### src/fmsr_pkg.sv
// =====================================================================
// Feedback register bank: shared constants and carriers
// =====================================================================
package fmsr_pkg;

  // Register word and address types
  typedef logic [15:0] fmsr_word_t;
  typedef logic [15:0] fmsr_addr_t;

  // =====================================================================
  // Register offsets
  // =====================================================================
  localparam fmsr_addr_t FMSR_OFS_POWER_ON_RESULT = 16'h00c9;
  localparam fmsr_addr_t FMSR_OFS_INITIAL_CALIBRATION_DONE = 16'h00ca;
  localparam fmsr_addr_t FMSR_OFS_CAPACITOR_WEAR_WARNING_MASK = 16'h00cd;
  localparam fmsr_addr_t FMSR_OFS_ACTIVE_DETECTION_MASK = 16'h00d2;
  localparam fmsr_addr_t FMSR_OFS_RELAY_ONE_DETECT_ENABLES = 16'h00e6;
  localparam fmsr_addr_t FMSR_OFS_RELAY_TWO_DETECT_ENABLES = 16'h00f0;
  localparam fmsr_addr_t FMSR_OFS_WAVEFORM_CAPTURE_BUSY = 16'h00fb;
  localparam fmsr_addr_t FMSR_OFS_PRIVILEGE_LEVEL = 16'h00fe;
  localparam fmsr_addr_t FMSR_OFS_SETTING_STORE_FSM_STATE = 16'h00ff;
  localparam fmsr_addr_t FMSR_OFS_BOARD_OPERATING_STATE = 16'h0100;
  localparam fmsr_addr_t FMSR_OFS_NOMINAL_LINE_VOLTAGE = 16'h0104;
  localparam fmsr_addr_t FMSR_OFS_SERIAL_NODE_ID_MIRROR = 16'h012c;
  localparam fmsr_addr_t FMSR_OFS_SERIAL_BIT_RATE_MIRROR = 16'h012d;

  // =====================================================================
  // Reset values and codes
  // =====================================================================
  localparam fmsr_word_t FMSR_RST_WORD = 16'h0000;
  localparam logic [7:0] FMSR_RST_NODE_ID = 8'h0a;
  localparam fmsr_word_t FMSR_BIT_RATE_9600 = 16'h03c0;
  localparam fmsr_word_t FMSR_BIT_RATE_38400 = 16'h0f00;
  localparam fmsr_word_t FMSR_BIT_RATE_115200 = 16'h2d00;
  localparam fmsr_word_t FMSR_RST_BIT_RATE = FMSR_BIT_RATE_38400;
  localparam logic [4:0] FMSR_SETTING_STORE_FSM_STATE_LOADED = 5'h0c;
  localparam logic [4:0] FMSR_SETTING_STORE_FSM_STATE_MAX = 5'h11;

  // Parameter access level codes
  typedef enum logic [1:0] {
    FMSR_ACCESS_USER = 2'b00,
    FMSR_ACCESS_TECH = 2'b01,
    FMSR_ACCESS_FACTORY = 2'b10
  } fmsr_access_e;

  // Board operating state codes
  typedef enum logic [2:0] {
    FMSR_SYS_INITIAL = 3'b000,
    FMSR_SYS_PARAM_LOAD = 3'b001,
    FMSR_SYS_CALIBRATING = 3'b010,
    FMSR_SYS_CALIB_CHECK = 3'b011,
    FMSR_SYS_RUN_DETECT = 3'b100
  } fmsr_board_operating_state_e;

  // =====================================================================
  // Carriers
  // =====================================================================
  // Live status from the board logic, same clock domain
  typedef struct packed {
    logic power_on_ok;
    logic calibration_done;
    fmsr_word_t capacitor_wear_warning;
    fmsr_word_t detection_active;
    fmsr_word_t relay_one_enables;
    fmsr_word_t relay_two_enables;
    logic capture_busy;
    logic [1:0] privilege_level;
    logic [4:0] setting_store_state;
    logic [2:0] operating_state;
    fmsr_word_t nominal_line_voltage;
    logic [7:0] node_id_setpoint;
    fmsr_word_t bit_rate_setpoint;
  } fmsr_status_s;

  // Register request from the serial slave front end
  typedef struct packed {
    logic rd;
    logic wr;
    fmsr_addr_t addr;
    fmsr_word_t wdata;
  } fmsr_req_s;

  // Register answer to the serial slave front end
  typedef struct packed {
    logic valid;
    logic err;
    fmsr_word_t data;
  } fmsr_rsp_s;

endpackage : fmsr_pkg

### src/fmsr_feedback_regs.sv
// Behaviour
// - Power-on outcome readable: 0 failed, 1 succeeded.
// - Calibration status readable: 0 running, 1 done.
// - Capacitor wear warning mask readable; zero means none.
// - Relay detection status mask readable; zero means clear.
// - Relay one detection enable mask readable.
// - Relay two detection enable mask readable.
// - Access level code readable: user, tech, factory.
// - Setting store state readable; 12 means loaded.
// - Operating state code readable, values 0 to 4.
// - Node id mirrored, default 10, range 0-255.
// - Bit rate mirrored as rate over ten.
`timescale 1ns/1ns
`default_nettype none

module fmsr_feedback_regs
  import fmsr_pkg::*;
(
  input wire logic clock_in,
  input wire logic srst_in,
  input wire fmsr_status_s status_in,
  input wire fmsr_req_s req_in,
  output fmsr_rsp_s rsp_out,
  output logic write_ignored_out,
  output logic params_loaded_out,
  output logic detections_running_out
);

  // =====================================================================
  // Helpers
  // =====================================================================
  // Widen a single flag to a register word
  function automatic fmsr_word_t flag_word(input logic flag);
    flag_word = {15'h0000, flag};
  endfunction

  // Only the three documented bit rate codes are accepted
  function automatic logic bit_rate_legal(input fmsr_word_t code);
    bit_rate_legal = (code == FMSR_BIT_RATE_9600) ||
                     (code == FMSR_BIT_RATE_38400) ||
                     (code == FMSR_BIT_RATE_115200);
  endfunction

  // Access level code 3 is unused and never reaches the shadow
  function automatic logic access_legal(input logic [1:0] code);
    access_legal = (code != 2'b11);
  endfunction

  // Setting store states run from zero up to the top state only
  function automatic logic store_state_legal(input logic [4:0] code);
    store_state_legal = (code <= FMSR_SETTING_STORE_FSM_STATE_MAX);
  endfunction

  // Operating states end at run-detections
  function automatic logic board_operating_state_legal(input logic [2:0] code);
    board_operating_state_legal = (code <= FMSR_SYS_RUN_DETECT);
  endfunction

  // =====================================================================
  // Shadow registers
  // =====================================================================
  // Single-bit outcome shadows
  logic power_on_result_q;
  logic initial_calibration_done_q;

  // Detection masks
  fmsr_word_t capacitor_wear_warning_mask_q;
  fmsr_word_t active_detection_mask_q;
  fmsr_word_t relay_one_detect_enables_q;
  fmsr_word_t relay_two_detect_enables_q;

  // Capture flag and coded states
  logic waveform_capture_busy_q;
  fmsr_access_e privilege_level_q;
  logic [4:0] setting_store_fsm_state_q;
  fmsr_board_operating_state_e board_operating_state_q;

  // Measurement and serial mirrors
  fmsr_word_t nominal_line_voltage_q;
  logic [7:0] serial_node_id_mirror_q;
  fmsr_word_t serial_bit_rate_mirror_q;

  // Answer path and summaries
  fmsr_rsp_s rsp_q;
  fmsr_rsp_s rsp_d;
  logic write_ignored_q;
  logic params_loaded_q;
  logic detections_running_q;
  logic wr_take;
  logic rd_take;
  logic params_loaded_d;
  logic detections_running_d;

  // =====================================================================
  // Request qualification
  // =====================================================================
  // A write wins over a read in the same cycle
  assign wr_take = req_in.wr;
  assign rd_take = req_in.rd && !req_in.wr;

  // =====================================================================
  // Status shadows
  // =====================================================================
  // Power-on outcome flag
  always_ff @(posedge clock_in) begin
    if (srst_in) begin
      power_on_result_q <= 1'b0;
    end else begin
      power_on_result_q <= status_in.power_on_ok;
    end
  end

  // Initial calibration flag
  always_ff @(posedge clock_in) begin
    if (srst_in) begin
      initial_calibration_done_q <= 1'b0;
    end else begin
      initial_calibration_done_q <= status_in.calibration_done;
    end
  end

  // Waveform capture flag, carried without a rule of its own
  always_ff @(posedge clock_in) begin
    if (srst_in) begin
      waveform_capture_busy_q <= 1'b0;
    end else begin
      waveform_capture_busy_q <= status_in.capture_busy;
    end
  end

  // Capacitor wear warnings, one bit per detection
  always_ff @(posedge clock_in) begin
    if (srst_in) begin
      capacitor_wear_warning_mask_q <= FMSR_RST_WORD;
    end else begin
      capacitor_wear_warning_mask_q <= status_in.capacitor_wear_warning;
    end
  end

  // Relay detection status, one bit per detection
  always_ff @(posedge clock_in) begin
    if (srst_in) begin
      active_detection_mask_q <= FMSR_RST_WORD;
    end else begin
      active_detection_mask_q <= status_in.detection_active;
    end
  end

  // Relay one detection enables
  always_ff @(posedge clock_in) begin
    if (srst_in) begin
      relay_one_detect_enables_q <= FMSR_RST_WORD;
    end else begin
      relay_one_detect_enables_q <= status_in.relay_one_enables;
    end
  end

  // Relay two detection enables
  always_ff @(posedge clock_in) begin
    if (srst_in) begin
      relay_two_detect_enables_q <= FMSR_RST_WORD;
    end else begin
      relay_two_detect_enables_q <= status_in.relay_two_enables;
    end
  end

  // =====================================================================
  // Coded states
  // =====================================================================
  // Access level; the unused code holds the last legal level
  always_ff @(posedge clock_in) begin
    if (srst_in) begin
      privilege_level_q <= FMSR_ACCESS_USER;
    end else if (access_legal(status_in.privilege_level)) begin
      privilege_level_q <= fmsr_access_e'(status_in.privilege_level);
    end
  end

  // Setting store state; codes above the top state are held off
  always_ff @(posedge clock_in) begin
    if (srst_in) begin
      setting_store_fsm_state_q <= 5'h00;
    end else if (store_state_legal(status_in.setting_store_state)) begin
      setting_store_fsm_state_q <= status_in.setting_store_state;
    end
  end

  // Operating state; codes above run-detections are held off
  always_ff @(posedge clock_in) begin
    if (srst_in) begin
      board_operating_state_q <= FMSR_SYS_INITIAL;
    end else if (board_operating_state_legal(status_in.operating_state)) begin
      board_operating_state_q <= fmsr_board_operating_state_e'(status_in.operating_state);
    end
  end

  // =====================================================================
  // Measurement and serial mirrors
  // =====================================================================
  // Rated voltage as supplied by the board
  always_ff @(posedge clock_in) begin
    if (srst_in) begin
      nominal_line_voltage_q <= FMSR_RST_WORD;
    end else begin
      nominal_line_voltage_q <= status_in.nominal_line_voltage;
    end
  end

  // Node id follows its setpoint only, never a bus write; any 8-bit value is legal
  always_ff @(posedge clock_in) begin
    if (srst_in) begin
      serial_node_id_mirror_q <= FMSR_RST_NODE_ID;
    end else begin
      serial_node_id_mirror_q <= status_in.node_id_setpoint;
    end
  end

  // Bit rate follows its setpoint; an unknown code keeps the last rate
  always_ff @(posedge clock_in) begin
    if (srst_in) begin
      serial_bit_rate_mirror_q <= FMSR_RST_BIT_RATE;
    end else if (bit_rate_legal(status_in.bit_rate_setpoint)) begin
      serial_bit_rate_mirror_q <= status_in.bit_rate_setpoint;
    end
  end

  // =====================================================================
  // Read decode
  // =====================================================================
  // Writes are refused; reads of unmapped offsets answer an error
  always_comb begin
    rsp_d = '{valid: 1'b0, err: 1'b0, data: FMSR_RST_WORD};
    if (wr_take) begin
      rsp_d.valid = 1'b1;
      rsp_d.err = 1'b1;
    end else if (rd_take) begin
      rsp_d.valid = 1'b1;
      unique case (req_in.addr)
        FMSR_OFS_POWER_ON_RESULT: begin
          rsp_d.data = flag_word(power_on_result_q);
        end
        FMSR_OFS_INITIAL_CALIBRATION_DONE: begin
          rsp_d.data = flag_word(initial_calibration_done_q);
        end
        FMSR_OFS_CAPACITOR_WEAR_WARNING_MASK: begin
          rsp_d.data = capacitor_wear_warning_mask_q;
        end
        FMSR_OFS_ACTIVE_DETECTION_MASK: begin
          rsp_d.data = active_detection_mask_q;
        end
        FMSR_OFS_RELAY_ONE_DETECT_ENABLES: begin
          rsp_d.data = relay_one_detect_enables_q;
        end
        FMSR_OFS_RELAY_TWO_DETECT_ENABLES: begin
          rsp_d.data = relay_two_detect_enables_q;
        end
        FMSR_OFS_WAVEFORM_CAPTURE_BUSY: begin
          rsp_d.data = flag_word(waveform_capture_busy_q);
        end
        FMSR_OFS_PRIVILEGE_LEVEL: begin
          rsp_d.data = {14'h0000, privilege_level_q};
        end
        FMSR_OFS_SETTING_STORE_FSM_STATE: begin
          rsp_d.data = {11'h000, setting_store_fsm_state_q};
        end
        FMSR_OFS_BOARD_OPERATING_STATE: begin
          rsp_d.data = {13'h0000, board_operating_state_q};
        end
        FMSR_OFS_NOMINAL_LINE_VOLTAGE: begin
          rsp_d.data = nominal_line_voltage_q;
        end
        FMSR_OFS_SERIAL_NODE_ID_MIRROR: begin
          rsp_d.data = {8'h00, serial_node_id_mirror_q};
        end
        FMSR_OFS_SERIAL_BIT_RATE_MIRROR: begin
          rsp_d.data = serial_bit_rate_mirror_q;
        end
        default: begin
          rsp_d.err = 1'b1;
        end
      endcase
    end
  end

  // =====================================================================
  // Answer register
  // =====================================================================
  // Registered answer, one cycle after the request
  always_ff @(posedge clock_in) begin
    if (srst_in) begin
      rsp_q <= '{valid: 1'b0, err: 1'b0, data: FMSR_RST_WORD};
    end else begin
      rsp_q <= rsp_d;
    end
  end

  // =====================================================================
  // Refused writes
  // =====================================================================
  // Pulse for every refused write; no stored value moves
  always_ff @(posedge clock_in) begin
    if (srst_in) begin
      write_ignored_q <= 1'b0;
    end else begin
      write_ignored_q <= wr_take;
    end
  end

  // =====================================================================
  // Summary levels
  // =====================================================================
  // Decoded from the shadows ahead of the output flops
  assign params_loaded_d = (setting_store_fsm_state_q == FMSR_SETTING_STORE_FSM_STATE_LOADED);
  assign detections_running_d = (board_operating_state_q == FMSR_SYS_RUN_DETECT);

  // Parameters loaded level for the board
  always_ff @(posedge clock_in) begin
    if (srst_in) begin
      params_loaded_q <= 1'b0;
    end else begin
      params_loaded_q <= params_loaded_d;
    end
  end

  // Detections running level for the board
  always_ff @(posedge clock_in) begin
    if (srst_in) begin
      detections_running_q <= 1'b0;
    end else begin
      detections_running_q <= detections_running_d;
    end
  end

  // =====================================================================
  // Outputs
  // =====================================================================
  // Register answer
  assign rsp_out = rsp_q;

  // Refused-write pulse and summary levels
  assign write_ignored_out = write_ignored_q;
  assign params_loaded_out = params_loaded_q;
  assign detections_running_out = detections_running_q;

endmodule // fmsr_feedback_regs

`default_nettype wire

### config.mk
export PLATFORM = sky130hd
export DESIGN_NAME = fmsr_feedback_regs
export DESIGN_NICKNAME = d
export VERILOG_FILES = /design/src/fmsr_pkg.sv /design/src/fmsr_feedback_regs.sv
export SDC_FILE = /design/constraint.sdc
export NUM_CORES = 1
export LEC_CHECK = 0
export BUFFER_PORTS_ARGS = -buffer_cell sky130_fd_sc_hd__buf_2
export CAP_MARGIN = 30
export CORE_MARGIN = 4
export CORE_UTILIZATION = 42
export CTS_BUF_LIST = sky130_fd_sc_hd__clkbuf_4
export CTS_CLUSTER_DIAMETER = 200
export DETAILED_ROUTE_END_ITERATION = 12
export GPL_TIMING_DRIVEN = 0
export HOLD_SLACK_MARGIN = 0.08
export PLACE_DENSITY_LB_ADDON = 0.15
export SKIP_CTS_REPAIR_TIMING = 1
export SLEW_MARGIN = 25
export SYNTH_ARGS = -nofsm -noshare
export SYNTH_HDL_FRONTEND = slang
export SYNTH_SLANG_ARGS = --single-unit
### constraint.sdc
create_clock -name clock_in -period 3.8 [get_ports clock_in]
set_input_delay 0.57 -clock clock_in [delete_from_list [all_inputs] [get_ports clock_in]]
set_output_delay 0.57 -clock clock_in [all_outputs]
set_load 0.02 [all_outputs]
# Yosys cells after proc, flatten, opt, wreduce, memory -nomap -nowiden
# Index checks and enable logic that the tools add are counted.
# totals
inputBits,153
register_bits,138
out_inout_bits,21
word_cells,51
# op_classes
mux,4
n_reduce_logical,6
bitwise_logic,1
n_eq_ne,19
n_lt_le_gt_ge,2
# op_table
cell,n
$pmux 16 s13,1
$eq 16x8->1 const B,9
$eq 16x9->1 const B,4
$mux 18,1
$eq 16x10->1 const B,1
$eq 16x12->1 const B,1
$eq 16x14->1 const B,1
$reduce_or 13->1,1
$eq 5x4->1 const B,1
$le 5x5->1 const B,1
$eq 3x3->1 const B,1
$le 3x3->1 const B,1
$reduce_or 3->1,1
$logic_or 1x1->1,2
$mux 2,1
$ne 2x2->1 const B,1
$logic_and 1x1->1,1
$logic_not 1->1,1
$mux 1,1
$not 1->1,1

# Longest topological paths before layout
# logic_depth
word_depth,5
ltp_mapped,8
ltp_nobuf,6

# Worst setup path before layout
# No wires, ideal clock.
# synth_timing
path_kind,input to register
startpoint,in req_in[21] in the netlist's numbering
endpoint,reg rsp_q (netlist bit rsp_out[10])
path_slack_ns,1.540
setup_time_ns,0.074
path_buffers,2
required_ns,3.726
stages,8
arrival_ns,2.186
path_cell_list,buf_2 or3b_4 a2111o_1 o211a_1 a21oi_2 o211ai_4 buf_6 a31oi_2
# synth_between
elab_chain_cells,2
word_cells_on_any_way,14
cone_classes,eq/ne: 13; mux: 1
# synth_lines
element,line_no,rtl
start: declaration,fmsr_feedback_regs.sv:22,"input wire fmsr_req_s req_in,"
$eq 16x9->1 / $eq 16x8->1 (equally long branches),fmsr_feedback_regs.sv:238,unique case (req_in.addr)
$pmux 16 s13 (*),fmsr_feedback_regs.sv:238,
end signal: assignment,fmsr_feedback_regs.sv:291,"rsp_q <= '{valid: 1'b0, err: 1'b0, data: FMSR_RST_WORD};"
end signal: assignment,fmsr_feedback_regs.sv:293,rsp_q <= rsp_d;
end: declaration,fmsr_feedback_regs.sv:84,fmsr_rsp_s rsp_q;
# Mark *: on every way between the ends. The rest lies on a longest branch, timed or not.
# A chain may end at the register's enable or synchronous reset.

# Worst setup path in the final report
# layout_timing
startpoint,in req_in[16] in the netlist's numbering
endpoint,reg rsp_q (netlist bit rsp_out[11])
# The elaborated chain is that of the path after synthesis.

==> results <==
- The run finished with clean final reports.
- The power density over cell area is a little over 400 nW/um2.
- After synthesis, the cell types taking the most area are sky130_fd_sc_hd__dfxtp_1, sky130_fd_sc_hd__nor2b_1, sky130_fd_sc_hd__a22oi_1.
- Max-cap violations in this run came to 0.
- The kind of critical path is input port to register.
- The worst slew margin relative to its limit is 0.446.
- In this run the critical register-to-register path is launched from board_operating_state_q[2].
- For this block, the initial DRC count from the detailed router was 222.
- The starting density of the core is 0.433.
- Summed over all nets, the half-perimeter wirelength after detailed placement is 10.1 mm.
- The total vias in the final route is 4022.
- The share of synthesized area occupied by flip-flops and latches is 0.554.
- In this run, CTS created clock tree buffers numbering 17.
- The post-synthesis instance area is 4990 um2.
- The H-tree was split into 4 levels.
- The data required time of the worst path is 4.26 ns.
- The first-pass GRT wire length is 20.0 mm.
- The number of hold-slack violations in the final timing report is 0.
- In this run the most critical hold path is launched from status_in[17].
- The per-instance average area after synthesis is 10.7 um2.
- The synthesized netlist cell count is 464.
- Of all cell types, the one taking the most synthesized area is sky130_fd_sc_hd__dfxtp_1.
- The delay of the slowest cell on the worst path is 0.42 ns.
- The die outline height is between 100 and 150 um.
- Clock skew on the completed layout was measured at 0.0116 ns.
- The number of global-route vias before repair is 3938.
- The number of port buffers is between 150 and 200.
- For the final routed database, the setup TNS stands at 0 ns.
- The area fraction of the dominant cell type after synthesis is 0.554.
- Counting cells, the worst reg-to-reg path comes to 4.
- The worst hold endpoint is serial_node_id_mirror_q[1].
- The final antenna-violating net count is 0.
- In this run the worst path has a maximum fanout of 10.
- Counting flops and latches in the post-synthesis netlist gives around 140.
- The total of endpoints with negative setup slack in the final report is 0.
- The count of yosys warnings during synthesis is 0.
- The die is 117 um wide.
- The largest individual stage delay along the critical path comes from the cell sky130_fd_sc_hd__clkbuf_1.
- The post-synthesis cell type count is a little under 60.
- For this run, the total global-route usage over all layers was measured as 0.195.
- The minimum setup slack among reg-to-reg paths is 2.44 ns.
- The count of final max-slew check failures came to 0.
- The final clock period utilization by the worst path is 0.624.
- In this run the critical register-to-register path is captured at rsp_out[2].
- In the layout the commonest cells are sky130_fd_sc_hd__buf_2, sky130_fd_sc_hd__dfxtp_1, sky130_fd_sc_hd__nor2b_1, sky130_fd_sc_hd__a22oi_1, sky130_fd_sc_hd__nor2_1.
- The longest clock path from root to sink contains 2 buffers.
- The largest vdd supply drop is ~0.22 mV.
- The number of clock sinks is 138.
- Leaving out fill and tap cells, the most frequent cell in the layout is sky130_fd_sc_hd__buf_2.
- Entering global routing, the biggest net connects 17 pins.
- In the routed layout, each cell is associated on average with a via count of 5.07.
- For this run, the top clock speed supported by timing is between 400 and 500 MHz.
- The number of cells traversed by the worst hold path is 2.
- The number of optimization iterations in the first detailed-route pass is 4.
- Setup repair after global routing left no endpoint under its margin.
- The net count after synthesis is just over 600.
- At the end of the flow the core is filled with cells to 0.537.
- The total congestion overflow is 0.
- From synthesis to final layout, the design area changed by 24.0%.
- The die covers 13700 um2.
- The repair_antennas step left the layout with diodes totalling 0.
- For the finished layout, the period the worst path requires is between 2 and 2.5 ns.
- In this run the static leakage power is 0.00254 uW.
- In the routed design, unresolved DRC markers number 0.
- The transition at the pin with the smallest max-transition slack is 0.826 ns.
- The TritonCTS clock tree is done.
- The final routed wirelength across all metal layers is between 10 and 15 mm.
- The worst setup path is launched from an input port.
- For the worst-skew pair, the clock arrives at the later sink with an insertion delay of roughly 0.51 ns.
- After clock tree synthesis, the clock-pin slew on the worst setup and hold paths is 0.12 ns.
- The library cell used as clock root buffer is sky130_fd_sc_hd__clkbuf_4.
- Of the cells placed in the final design, the portion with a size suffix greater than 1 is 0.346.
- The floorplan core area is 11500 um2.
- Walking the worst path, the cells encountered are clkbuf_1 -> or2_1 -> nor4_2 -> and4_1 -> clkbuf_1 -> clkbuf_1 -> a22oi_1 -> a31oi_2.
- The number of core rows is 39.
- The worst setup path is captured at a register.
- The global placer's final weighted congestion is 0.866.
- Tracing the worst setup path back leads to its startpoint at req_in[16].
- The library cell appearing most often on the critical path is sky130_fd_sc_hd__clkbuf_1.
- The critical path arrival is 2.83 ns.
- The worst hold path belongs to the class input port to register.
- 174 I/O pins were placed.
- The initial antenna violation count is 0.
- Dividing the detail-routed wire length by the instance count gives 16.6 um.
- The post-layout net count is 790.
- The number of fillers in the final layout is 1088.
-- synth_stat cells (all sizes together) --
master   count
a21oi       10
or3          4
o211ai       1
nand4b       3
inv          6
a221oi       7
a2111o       1
or4          3
a32o         2
nor3b        6
and3         4
nor4         7
a222oi       4
nor2b       96
o21a         2
nand3        3
clkbuf      14
a21o         1
dfxtp      138
xor2         2
o21ai        4
nor3         9
a211oi       1
nor4b        3
or2          4
a22o         5
o211a        1
and2         9
buf         12
mux2i        1
nand2b       3
or3b         1
o21ba        1
and3b        1
a22oi       37
nand2       11
and4         2
nand4bb      1
nand4        3
nor2        20
mux2         2
a31oi       17
nand3b       1
o41ai        1
-- layer usage --
layer | wire length (um) | up-vias | global-route usage
li1 | - | 1998 | -
met1 | 6280 | 1856 | 0.272
met2 | 5800 | 153 | 0.296
met3 | 973 | 15 | 0.0499
met4 | 158 | 0 | 0.0604
met5 | 0 | - | 0
-- per-stage QoR --
stage | area, um2 | cells | setup slack (ns) | hold slack [ns] | total power, uW
after floorplan | 4990 | 464 | 1.54 | 0.400 | 1640
final | 6180 | 793 | 1.43 | 0.227 | 2560
after CTS | 6180 | 793 | 1.47 | 0.192 | 2580
after global routing | 6180 | 793 | 1.29 | 0.182 | 2670
after detailed placement | 5940 | 761 | 0.913 | 0.418 | 1750
after global placement | 5940 | 761 | 0.910 | 0.416 | 1740
-- layout make-up --
| class | count | area [um2] | share of cell area |
|---|---|---|---|
| well taps | 143 | 179 | 0.0289 |
| plain buffers | 26 | 120 | 0.0194 |
| inverters | 6 | 22.5 | 0.00364 |
| repair buffers | 154 | 771 | 0.125 |
| clock buffers | 19 | 143 | 0.0231 |
| multi-input cells | 294 | 2080 | 0.337 |
| clock inverters | 13 | 104 | 0.0168 |
| flip-flops and latches | 138 | 2760 | 0.447 |
-- cell families after synthesis --
family	Yosys count	synth area share
simple gates	194	0.249
flops	138	0.554
compound gates	95	0.158
buf+inv	32	0.0286
mux	3	0.00652
xor+xnor	2	0.00351
-- worst max path at each step --
stage	to	slack (ns)	cells after the start
5_1_grt	rsp_out[11]	1.29	8
6_report	rsp_out[11]	1.43	8
3_5_place_dp	rsp_out[11]	0.91	8
4_1_cts	rsp_out[11]	1.47	8
2_1_floorplan	rsp_out[10]	1.54	8
3_3_place_gp	rsp_out[11]	0.91	8
-- power by group --
group | internal (uW) | switching, uW | leakage (uW)
clock | 332 | 513 | 0.000136
sequential | 1500 | 18.1 | 0.00114
combinational | 96.9 | 94.9 | 0.00126
-- critical path, delay by kind of cell --
family,cells,cell delay (ns)
AOI/OAI and AO/OA,2,0.46
buffers and inverters,3,0.87
and+or+nand+nor,3,0.92
-- sequential cells by signal, indices dropped and copies added (netlist names) --
signal,flops
initial_calibration_done_q,1
privilege_level_q,2
rsp_out,18
setting_store_fsm_state_q,5
serial_bit_rate_mirror_q,16
nominal_line_voltage_q,16
active_detection_mask_q,16
relay_one_detect_enables_q,16
detections_running_out,1
params_loaded_out,1
serial_node_id_mirror_q,8
relay_two_detect_enables_q,16
capacitor_wear_warning_mask_q,16
board_operating_state_q,3
power_on_result_q,1
waveform_capture_busy_q,1
write_ignored_out,1
Note: power is estimated with default switching activity, not from simulation.
